`src/shared/stcg_map.svh`:
```
/*
 * constants of the transfer clock generator: register offsets,
 * field limits and timing counts.
 * assumes inclusion by bare name from package and design files.
 */
`ifndef STCG_MAP_SVH
`define STCG_MAP_SVH

// register byte offsets on the apb bus
`define STCG_OFF_BAUD_CTRL 12'h000
`define STCG_OFF_BAUD_FRAC 12'h004
`define STCG_OFF_MODE0 12'h008
`define STCG_OFF_CTRL 12'h00c
`define STCG_OFF_STATUS 12'h010

// field msb positions inside the 32-bit data word
`define STCG_BC_MSB 6
`define STCG_K_MSB 3
`define STCG_M0_MSB 2
`define STCG_CR_MSB 1
`define STCG_ST_MSB 6

// divider figures
`define STCG_DIV_ZERO 4'h0
`define STCG_DIV_MAX 5'h10
`define STCG_FRAC_NMIN 4'h2
`define STCG_FRAC_NMAX 4'hf
`define STCG_FRAC_KMIN 4'h1
`define STCG_FRAC_GROUP 5'h10

// uart oversampling: one serial bit per sixteen transfer clocks
`define STCG_UART_OVS 16

`endif

```
`src/shared/stcg_pkg.sv`:
```
/*
 * types of the transfer clock generator: register layouts,
 * mode and source codes, apb carriers and the state records.
 * assumes stcg_map.svh is on the include path.
 */
`include "stcg_map.svh"

package stcg_pkg;

   // serial mode field: synchronous or uart
   typedef enum logic {STCG_IO, STCG_UART} stcg_mode_t;

   // uart clock select field
   typedef enum logic [1:0] {
      STCG_SRC_TIMER, STCG_SRC_BAUD, STCG_SRC_SYS, STCG_SRC_EXT
   } stcg_src_t;

   // baud_ctrl_reg: fraction enable, input select, divisor (0 = 16)
   typedef struct packed {
      logic fracEn;
      logic [1:0] baudInputSelect;
      logic [3:0] divN;
   } stcg_baud_ctrl_t;

   // serial_mode_reg0: mode field over clock select
   typedef struct packed {
      stcg_mode_t serialModeField;
      stcg_src_t uartClockSelect;
   } stcg_mode0_t;

   // serial_control_reg: edge select over direction (1 = clock in)
   typedef struct packed {
      logic edgeFall;
      logic ioInput;
   } stcg_ctrl_t;

   // apb request from the master
   typedef struct packed {
      logic psel;
      logic penable;
      logic pwrite;
      logic [11:0] paddr;
      logic [31:0] pwdata;
   } stcg_apb_req_t;

   // apb answer to the master
   typedef struct packed {
      logic [31:0] prdata;
      logic pready;
      logic pslverr;
   } stcg_apb_rsp_t;

   // baud divider state
   typedef struct packed {
      logic [4:0] cnt;
      logic [3:0] phase;
      logic tick;
   } stcg_div_st_t;

   // top level state
   typedef struct packed {
      stcg_baud_ctrl_t baudCtrl;
      logic [3:0] fracK;
      stcg_mode0_t mode0;
      stcg_ctrl_t ctrl;
      logic extSync1;
      logic extSync2;
      logic extPrev;
      logic timerPrev;
      logic sclkLevel;
      logic [3:0] ovsCnt;
      logic xferTick;
      logic shiftTick;
      logic bitTick;
      logic [31:0] rdata;
      logic slverr;
   } stcg_state_t;

endpackage

```
`src/verilog/stcg_top.sv`:
```
/*
 * serial transfer clock generator: apb registers, baud generator,
 * synchronous shift clock in and out, uart clock select and the
 * divide by sixteen bit counter.
 * assumes presTick and timerFf come from logic on core_clk, and
 * sclkIn is a pin from outside the clock domain.
 */
// What this block does
// - fractional division only in uart mode
// - n 1..16, fractional n 2..15, k 1..15
// - mode field picks synchronous or uart clocking
// - driven shift clock is baud output halved
// - external shift clock on chosen edge
// - uart bit spans sixteen transfer clocks
// - uart source: timer, baud, sysclk, external
// - timer source period is two toggles
// - baud input is prescaler /2,/8,/32,/128
`timescale 1ns/100ps
`default_nettype none
`include "stcg_map.svh"

module stcg_top
   import stcg_pkg::*;
#(
   parameter int OVS = `STCG_UART_OVS // transfer clocks per uart bit
)
(
   input wire logic core_clk,
   input wire logic nrst,
   input wire stcg_apb_req_t apbReq,
   output var stcg_apb_rsp_t apbRsp,
   input wire logic [3:0] presTick,
   input wire logic timerFf,
   input wire logic sclkIn,
   output var logic sclkOut,
   output var logic sclkOe,
   output var logic xferTick,
   output var logic shiftTick,
   output var logic uartBitTick
);

   // the bit counter is four bits wide
   if (OVS < 2 || OVS > 16) begin : g_chk
      $error("OVS must lie between 2 and 16");
   end

   localparam logic [3:0] OVS_LAST = 4'(OVS - 1); // last count of a bit

   stcg_state_t r_q; // registered state
   stcg_state_t r_d; // next state
   logic baudIn; // selected prescaler tap
   logic baudTick; // baud generator output
   logic fracActive; // fractional division in force
   logic isUart; // uart mode selected
   logic ioOut; // synchronous mode, shift clock driven out
   logic ioIn; // synchronous mode, shift clock from pin
   logic extRise; // synchronised pin rising edge
   logic extFall; // synchronised pin falling edge
   logic timerRise; // one timer flip-flop rise per two toggles
   logic srcTick; // selected uart transfer clock
   logic setup; // apb setup phase
   logic access; // apb access phase

   // true for an aligned offset that holds a register
   function automatic logic isMapped(input logic [11:0] a);
      isMapped = (a == `STCG_OFF_BAUD_CTRL) ||
                 (a == `STCG_OFF_BAUD_FRAC) ||
                 (a == `STCG_OFF_MODE0) ||
                 (a == `STCG_OFF_CTRL) ||
                 (a == `STCG_OFF_STATUS);
   endfunction

   // mode decode and legality of the fractional setting
   always_comb begin
      isUart = r_q.mode0.serialModeField == STCG_UART;
      ioOut = !isUart && !r_q.ctrl.ioInput;
      ioIn = !isUart && r_q.ctrl.ioInput;
      fracActive = isUart && r_q.baudCtrl.fracEn &&
                   r_q.baudCtrl.divN >= `STCG_FRAC_NMIN &&
                   r_q.baudCtrl.divN <= `STCG_FRAC_NMAX &&
                   r_q.fracK >= `STCG_FRAC_KMIN;
      baudIn = presTick[r_q.baudCtrl.baudInputSelect];
   end

   // baud rate generator output divider
   stcg_baud_div u_div (
      .core_clk(core_clk),
      .nrst(nrst),
      .inTick(baudIn),
      .divN(r_q.baudCtrl.divN),
      .fracEn(fracActive),
      .fracK(r_q.fracK),
      .outTick(baudTick)
   );

   // edges of the synchronised pin and of the timer flip-flop
   always_comb begin
      extRise = r_q.extSync2 && !r_q.extPrev;
      extFall = !r_q.extSync2 && r_q.extPrev;
      timerRise = timerFf && !r_q.timerPrev;
      setup = apbReq.psel && !apbReq.penable;
      access = apbReq.psel && apbReq.penable;
   end

   // uart transfer clock source select
   always_comb begin
      unique case (r_q.mode0.uartClockSelect)
         STCG_SRC_TIMER: srcTick = timerRise;
         STCG_SRC_BAUD: srcTick = baudTick;
         STCG_SRC_SYS: srcTick = 1'b1;
         STCG_SRC_EXT: srcTick = extRise;
      endcase
   end

   // next state: registers, synchroniser, clock paths, read data
   always_comb begin
      r_d = r_q;
      // pin synchroniser, first stage feeds only the second
      r_d.extSync1 = sclkIn;
      r_d.extSync2 = r_q.extSync1;
      r_d.extPrev = r_q.extSync2;
      r_d.timerPrev = timerFf;
      r_d.xferTick = 1'b0;
      r_d.shiftTick = 1'b0;
      r_d.bitTick = 1'b0;
      if (isUart) begin
         // count sixteen transfer clocks per serial bit
         r_d.xferTick = srcTick;
         if (srcTick) begin
            if (r_q.ovsCnt == OVS_LAST) begin
               r_d.ovsCnt = 4'h0;
               r_d.bitTick = 1'b1;
            end else begin
               r_d.ovsCnt = r_q.ovsCnt + 4'h1;
            end
         end
      end else if (ioOut) begin
         // driven clock toggles once per baud tick; shift on rise
         r_d.ovsCnt = 4'h0;
         r_d.xferTick = baudTick;
         if (baudTick) begin
            r_d.sclkLevel = !r_q.sclkLevel;
            r_d.shiftTick = !r_q.sclkLevel;
         end
      end else begin
         // external clock; edge set by the edge select bit
         r_d.ovsCnt = 4'h0;
         r_d.sclkLevel = 1'b0;
         r_d.xferTick = extRise || extFall;
         r_d.shiftTick = r_q.ctrl.edgeFall ? extFall : extRise;
      end
      // apb setup: latch read data and the unmapped flag
      if (setup) begin
         r_d.slverr = !isMapped(apbReq.paddr);
         r_d.rdata = 32'h0;
         unique case (apbReq.paddr)
            `STCG_OFF_BAUD_CTRL: r_d.rdata[`STCG_BC_MSB:0] = r_q.baudCtrl;
            `STCG_OFF_BAUD_FRAC: r_d.rdata[`STCG_K_MSB:0] = r_q.fracK;
            `STCG_OFF_MODE0: r_d.rdata[`STCG_M0_MSB:0] = r_q.mode0;
            `STCG_OFF_CTRL: r_d.rdata[`STCG_CR_MSB:0] = r_q.ctrl;
            `STCG_OFF_STATUS: r_d.rdata[`STCG_ST_MSB:0] =
               {r_q.extSync2, r_q.ovsCnt, fracActive, r_q.sclkLevel};
            default: r_d.rdata = 32'h0; // unmapped reads zero
         endcase
      end
      // apb access: writes take effect, zero wait states
      if (access && apbReq.pwrite) begin
         unique case (apbReq.paddr)
            `STCG_OFF_BAUD_CTRL: r_d.baudCtrl =
               stcg_baud_ctrl_t'(apbReq.pwdata[`STCG_BC_MSB:0]);
            `STCG_OFF_BAUD_FRAC: r_d.fracK = apbReq.pwdata[`STCG_K_MSB:0];
            `STCG_OFF_MODE0: r_d.mode0 =
               stcg_mode0_t'(apbReq.pwdata[`STCG_M0_MSB:0]);
            `STCG_OFF_CTRL: r_d.ctrl =
               stcg_ctrl_t'(apbReq.pwdata[`STCG_CR_MSB:0]);
            default: r_d.ctrl = r_q.ctrl; // status and holes ignore writes
         endcase
      end
   end

   // state register
   always_ff @(posedge core_clk) begin
      if (!nrst) begin
         r_q <= '0;
      end else begin
         r_q <= r_d;
      end
   end

   // outputs
   always_comb begin
      apbRsp.prdata = r_q.rdata;
      apbRsp.pready = 1'b1;
      apbRsp.pslverr = r_q.slverr && access;
      sclkOut = r_q.sclkLevel;
      sclkOe = ioOut;
      xferTick = r_q.xferTick;
      shiftTick = r_q.shiftTick;
      uartBitTick = r_q.bitTick;
   end
endmodule
`default_nettype wire

```
`src/verilog/stcg_baud_div.sv`:
```
/*
 * baud rate generator output divider: integer divide by n or
 * fractional n + (16-k)/16, counted in input clock ticks.
 * assumes inTick is a one-cycle enable on core_clk and that the
 * caller only raises fracEn with legal n and k.
 */
`timescale 1ns/100ps
`default_nettype none
`include "stcg_map.svh"

module stcg_baud_div
   import stcg_pkg::*;
(
   input wire logic core_clk,
   input wire logic nrst,
   input wire logic inTick,
   input wire logic [3:0] divN,
   input wire logic fracEn,
   input wire logic [3:0] fracK,
   output var logic outTick
);

   stcg_div_st_t s_q; // registered state
   stcg_div_st_t s_d; // next state
   logic [4:0] len; // input ticks in the current output period

   // period length and counter advance
   always_comb begin
      s_d = s_q;
      s_d.tick = 1'b0;
      // a divisor field of zero stands for sixteen
      if (divN == `STCG_DIV_ZERO) begin
         len = `STCG_DIV_MAX;
      end else begin
         len = {1'b0, divN};
      end
      // first 16-k periods of each group of 16 are one tick longer
      if (fracEn && ({1'b0, s_q.phase} <
          (`STCG_FRAC_GROUP - {1'b0, fracK}))) begin
         len = len + 5'h01;
      end
      if (inTick) begin
         if (s_q.cnt + 5'h01 >= len) begin
            s_d.cnt = 5'h00;
            s_d.phase = s_q.phase + 4'h1; // wraps every 16 periods
            s_d.tick = 1'b1;
         end else begin
            s_d.cnt = s_q.cnt + 5'h01;
         end
      end
   end

   // state register
   always_ff @(posedge core_clk) begin
      if (!nrst) begin
         s_q <= '0;
      end else begin
         s_q <= s_d;
      end
   end

   assign outTick = s_q.tick;
endmodule
`default_nettype wire

```
`config.mk`:
```
export PLATFORM = sky130hd
export DESIGN_NAME = stcg_top
export DESIGN_NICKNAME = d
export VERILOG_FILES = /design/src/shared/stcg_pkg.sv /design/src/verilog/stcg_top.sv /design/src/verilog/stcg_baud_div.sv
export VERILOG_INCLUDE_DIRS = /design/src /design/src/shared
export SDC_FILE = /design/constraint.sdc
export NUM_CORES = 1
export LEC_CHECK = 0
export BUFFER_PORTS_ARGS = -buffer_cell sky130_fd_sc_hd__buf_4
export CORE_MARGIN = 2
export CORE_UTILIZATION = 40
export CTS_BUF_LIST = sky130_fd_sc_hd__clkbuf_4 sky130_fd_sc_hd__clkbuf_8 sky130_fd_sc_hd__clkbuf_16
export CTS_CLUSTER_DIAMETER = 30
export CTS_CLUSTER_SIZE = 8
export DETAILED_ROUTE_END_ITERATION = 10
export GPL_TIMING_DRIVEN = 0
export PLACE_DENSITY_LB_ADDON = 0.2
export SETUP_SLACK_MARGIN = 0.05
export SLEW_MARGIN = 20
export SYNTH_ARGS = -nofsm -noshare
export SYNTH_HDL_FRONTEND = slang
export SYNTH_SLANG_ARGS = --single-unit
export TNS_END_PERCENT = 10
```
`constraint.sdc`:
```
create_clock -name core_clk -period 3.2 [get_ports core_clk]
set_input_delay 0.64 -clock core_clk [delete_from_list [all_inputs] [get_ports core_clk]]
set_output_delay 0.64 -clock core_clk [all_outputs]
set_load 0.01 [all_outputs]
```
# Word-level counts from Yosys, hierarchy flattened
# Index checks and enable logic that the tools add are counted.
[word_totals]
wordCells = 102
latch_bits = 0
romBits = 0
mem_count = 0
register_bits = 46
ramBits = 0
[op_classes]
reduce_logical = 38
shift = 0
n_lt_le_gt_ge = 6
add_sub_neg = 5
div = 0
n_bitwise = 2
n_mux = 19
mul = 0
n_eq_ne = 10
[op_table]
columns = ["operator", "n"]
rows = [
  ["$eq A12 B4 Y1 const B", 2],
  ["$mux W5", 4],
  ["$reduce_and A2 Y1", 7],
  ["$logic_and A1 B1 Y1", 13],
  ["$eq A12 B3 Y1 const B", 1],
  ["$eq A12 B5 Y1 const B", 1],
  ["$logic_not A12 Y1", 1],
  ["$add A5 B1 Y5 const B", 2],
  ["$pmux W2 S5", 1],
  ["$add A4 B1 Y4 const B", 2],
  ["$logic_not A1 Y1", 8],
  ["$mux W4", 2],
  ["$pmux W1 S4", 2],
  ["$mux W7", 1],
  ["$mux W1", 6],
  ["$pmux W3 S2", 1],
  ["$ge A5 B5 Y1", 1],
  ["$logic_or A1 B1 Y1", 5],
  ["$lt A4 B5 Y1", 1],
  ["$sub A5 B4 Y5 const A", 1],
  ["$eq A2 B2 Y1 const B", 2],
  ["$eq A4 B4 Y1 const B", 1],
  ["$ge A4 B1 Y1 const B", 1],
  ["$ge A4 B2 Y1 const B", 1],
  ["11 further kinds", 13],
]

# Longest topological paths before layout
[logic_depth]
depth_word = 8
depth_mapped = 15

# By module
# A second synthesis with hierarchy kept.
[unflattened]
hier_cells = 316
area_unflattened_um2 = 2861.5
[modules_own_cells]
columns = ["module", "instances", "cells_per_inst", "seq_area_each_um2", "area_each_um2"]
rows = [
  ["stcg_top", 1, 216, 720.7, 1986.9],
  ["stcg_baud_div", 1, 100, 200.2, 874.6],
]

# Worst setup path after synthesis
# OpenSTA, ideal clock, no wires.
[synth_path]
kind = "reg2reg"
from = "register r_q[50] in the netlist's numbering"
to = "register u_div.s_q[5] in the netlist's numbering"
path_slack_ns = -0.117
stages_incl_launch_ff = 16
path_buffers = 0
synth_period_minus_slack_ns = 3.317
arrival_ns = 3.185
cell_sequence = "dfxtp_1 -> inv_1 -> ha_1 -> xor2_1 -> ha_1 -> a211oi_1 -> o21ai_0 -> a211oi_1 -> nand2_1 -> xor2_1 -> ha_1 -> nand2_1 -> o21ai_0 -> a31oi_1 -> o21ai_0 -> nor2_1"
[synth_via]
elab_chain_len = 6
elab_cells_between_ends = 8
cone_classes = "add/sub: 1; order compare: 3; mux: 2; reduce/logical: 2"
[synth_rtl]
columns = ["item", "line", "rtl"]
rows = [
  ["start, declared", "stcg_top.sv:49", "stcg_state_t r_q;"],
  ["start signal, assigned", "stcg_top.sv:186", "r_q <= r_d;"],
  ["$sub A5 B4 Y5 (no line) / $ge A4 B1 Y1 (equally long branches)", "n/a", ""],
  ["$lt A4 B5 Y1 / $logic_and A1 B1 Y1 (equally long branches)", "n/a", ""],
  ["$logic_and A1 B1 Y1 (*)", "stcg_baud_div.sv:38", "if (fracEn && ({1'b0, s_q.phase} <"],
  ["$mux W5 (*)", "stcg_baud_div.sv:38", ""],
  ["$ge A5 B5 Y1 (*)", "stcg_baud_div.sv:43", "if (s_q.cnt + 5'h01 >= len) begin"],
  ["$mux W5 (*)", "stcg_baud_div.sv:43", ""],
  ["end signal, assigned", "stcg_baud_div.sv:56", "s_q <= '0;"],
  ["end signal, assigned", "stcg_baud_div.sv:58", "s_q <= s_d;"],
  ["end, declared", "stcg_baud_div.sv:23", "stcg_div_st_t s_q;"],
]
# Every way passes the cells marked *; elsewhere a longest branch is shown, timed or not.
# A chain may end at the register's enable or synchronous reset.

# Final worst setup path
[layout_path]
from = "register r_q[50] in the netlist's numbering"
to = "register u_div.s_q[3] in the netlist's numbering"
[layout_via]
elab_chain_len = 6
elab_cells_between_ends = 8
cone_classes = "add/sub: 1; order compare: 3; mux: 1; reduce/logical: 3"
[layout_rtl]
columns = ["item", "line"]
rows = [
  ["$sub A5 B4 Y5 (no line) / $ge A4 B1 Y1 (equally long branches)", "n/a"],
  ["$lt A4 B5 Y1 / $logic_and A1 B1 Y1 (equally long branches)", "n/a"],
  ["$logic_and A1 B1 Y1 (*)", "stcg_baud_div.sv:38"],
  ["$mux W5 (*)", "stcg_baud_div.sv:38"],
  ["$ge A5 B5 Y1 (*)", "stcg_baud_div.sv:43"],
  ["$reduce_and A2 Y1 (no line) (*)", "n/a"],
]
# Marks and branches as above.

==> results.py <==
metrics = {
    "detailed_routing": {
        "remaining_drc_errors": 0,
        "ant_nets": 0,
        "wl_per_cell_um": 12.56,
        "firstDrtPassIters": 4,
        "wl_um": 6167,
        "vias": 2308,
        "drt-initial-drc-count": 103,
        "vias_per_cell": 4.701,
    },
    "sta": {
        "finalClockSkew_ps": 12.20,
        "slew_violations": 0,
        "max_freq_mhz": 323.9,
        "period_needed_ps": 3088,
        "report.final.hold_viol_count": 0,
        "finalSetupTns_ps": 0,
        "slew-limit-headroom": 0.6413,
        "finalWorstSetupSlack_ps": 112.5,
        "rsz0062_at_grt": "yes",
        "min_period_over_period": 0.9649,
        "tightestPinTransition_ps": 533.2,
        "setup_viol": 0,
    },
    "synthesis": {
        "avgSynthCellArea_um2": 8.844,
        "synth.area.top_cells": "dfxtp_1 (33%), buf_4 (9.0%), ha_1 (8.4%), mux2i_1 (8.1%), nor2b_1 (4.2%)",
        "async_flop_share": 0,
        "yosys.area_share.simple": 0.2109,
        "synth_xor_area_frac": 0.04023,
        "yosysWarnings": 0,
        "synth_ff_type": "dfxtp_1",
        "synth_top_family_by_area": "simple AND/OR/NAND/NOR gates",
        "yosysSeqAreaShare": 0.3254,
        "netlist.area_leader.share": 0.3254,
        "yosys.area_share.adder": 0.08400,
        "synth_compound_area_frac": 0.1176,
        "synth_largest_area_cell": "dfxtp_1",
        "muxShareOfSynthArea": 0.1012,
        "ys_seq_elements": 46,
        "synthCells": 320,
        "synth_cell_types": 44,
        "synth_edf_count": 0,
        "syn_area_mm2": 0.002830,
    },
    "clocking": {
        "cts_buffer_depth": 2,
        "hold_buffers": 0,
        "clkTransAtPathRegs_ps": 80,
        "h-tree-depth": 2,
        "cts-root-buf": "clkbuf_8",
        "cts_buffers": 5,
        "insertion_delay_ps": 300,
        "cts_tree": "yes",
        "cts_sinks": 46,
    },
    "min_path": {
        "holdPathEnd": "r_d[42]",
        "hp-class": "reg2reg",
        "min-delay-start": "r_d[43]",
        "worstHoldPathCells": 1,
    },
    "flow_run": {
        "cap_viol_max_count": 0,
    },
    "floorplanning": {
        "fp-row-count": 30,
        "die-area_mm2": 0.007764,
        "fp.dieW_um": 88.12,
        "die_h_um": 88.12,
        "core_area_mm2": 0.006832,
        "io_pins": 94,
        "initial_utilization": 0.4143,
    },
    "global_routing": {
        "grt_overflow": 0,
        "antenna_found_initial": 0,
        "grt_util_all_layers": 0.1653,
        "first_global_vias": 2115,
        "grt_pass1_wl_um": 9970,
        "grt_max_degree": 14,
    },
    "placed_design": {
        "io_buffers": 40,
        "place_congestion": 0.7978,
        "hpwl_um": 4805,
        "dp_slack_ps": -503.1,
    },
    "final_layout": {
        "fin_util": 0.5176,
        "final_nets": 469,
        "final_cell_mix": "buf_4 (78), dfxtp_1 (44), conb_1 (26), nand2_1 (23), mux2i_1 (23)",
        "num_antenna_cells": 0,
        "syn_to_final_growth_pct": 24.93,
        "final_common_cell": "buf_4",
        "drive_above_1_share": 0.2709,
    },
    "critical_path": {
        "path_delay_family": "simple AND/OR/NAND/NOR gates",
        "slowest_delay_ps": 640,
        "cp_num_buf_inv": 2,
        "cp-start-kind": "flop",
        "rrSetupSlack_ps": 110,
        "cp.arrival_ps": 3320,
        "cp_cell_sequence": "buf_4 -> ha_1 -> or4b_2 -> nand3_1 -> a211oi_2 -> buf_4 -> nor3_1 -> a21oi_1 -> ha_1 -> nand2_2 -> o21ai_2 -> a31oi_4 -> or3_1 -> a21boi_1",
        "rr_worst_depth": 14,
        "worstPathMaxFanout": 6,
        "crit_path_top_delay_cell": "or4b_2",
        "worstSetupPathType": "reg2reg",
        "cp-end-kind": "flop",
        "r2r-start": "r_q[50]",
        "cp.required_ps": 3430,
        "r2r-end": "u_div.s_q[3]",
    },
    "power_and_ir_drop": {
        "power_density_mw_per_mm2": 330.9,
        "p_leak_nw": 1.526,
        "ir_drop_mv": 0.2187,
    },
    "status": {
        "run_status": "finished clean",
    },
}
## flip-flops by register name, summed over array words and instances (netlist names)
name and cells:
apbRsp 7, uartBitTick 1, xferTick 1, isUart 1
r_d 2, sclkOut 1, shiftTick 1, u_div.s_q 9
r_q 22, u_div.outTick 1
## through the flow
step                      hold slack (ps)  instances  total power, mW  area, um2
after floorplan                     411.9        344           0.6838       2925
after global placement              415.2        480           0.7325       3346
after detailed placement            422.8        480           0.7360       3346
after CTS                           441.0        491            1.180       3520
after global routing                460.4        491            1.223       3536
final                               437.3        491            1.170       3536
## metal layers
metal | track usage | up-vias | routed length, um
li1 | - | 1200 | -
met1 | 0.2373 | 1034 | 3042
met2 | 0.2528 | 69 | 2726
met3 | 0.03487 | 5 | 381
met4 | 0.04270 | 0 | 17
met5 | 0 | - | 0
## area by class of cell
| type | count | area [um2] |
|---|---|---|
| clock inverter | 1 | 30.03 |
| sequential | 46 | 925.9 |
| inverter | 9 | 33.78 |
| timing repair buffer | 44 | 330.3 |
| fill | 693 | 3296 |
| multi-input combinational | 245 | 1713 |
| buffer | 44 | 300.3 |
| clock buffer | 6 | 82.58 |
| tap | 96 | 120.1 |
## synth_stat cells (3+ instances only)
cell type,count
a21oi_1,10
mux2i_1,23
clkbuf_1,9
buf_4,34
inv_1,9
nand2_1,24
nor2b_1,19
a2bb2oi_1,4
mux2_2,3
o21ai_0,14
ha_1,19
and2_1,6
xor2_1,10
dfxtp_1,46
nor4_1,4
and3_1,4
a31oi_1,3
nor3_1,6
or3_1,3
xnor2_1,3
nand3_1,8
nor2_1,18
nand2b_1,4
a21boi_0,9
a211oi_1,3
## logic make-up after synthesis
kind of cell / count (synthesis)
buf+inv: 53
mux: 27
compound gates: 51
xor+xnor: 13
flops: 46
other cells: 2
fa+ha+maj: 19
simple gates: 109
## what timing repair did
item / CTS / global route
pin swaps: 6 / 8
cloned: 0 / 0
setup buffers: 4 / 0
gates resized for setup: 13 / 5
endpoints found under the setup margin: 10 / 10
## worst max-delay path by stage
stage	slack [ps]	cells after the start	from	to
6_report	110	14	r_q[50]	u_div.s_q[3]
2_1_floorplan	50	15	r_q[50]	u_div.s_q[5]
3_5_place_dp	-500	15	r_q[50]	u_div.s_q[9]
4_1_cts	20	15	r_q[50]	u_div.s_q[9]
5_1_grt	-120	15	r_q[50]	u_div.s_q[4]
3_3_place_gp	-460	15	r_q[50]	u_div.s_q[6]
## where the power goes
group	total, mW	internal, mW	leakage, nW	switching, mW
clock network	0.441	0.250	0.0573	0.191
registers	0.583	0.578	0.373	0.00511
logic	0.146	0.0736	1.10	0.0722
Power figures use the tool's default switching activity.
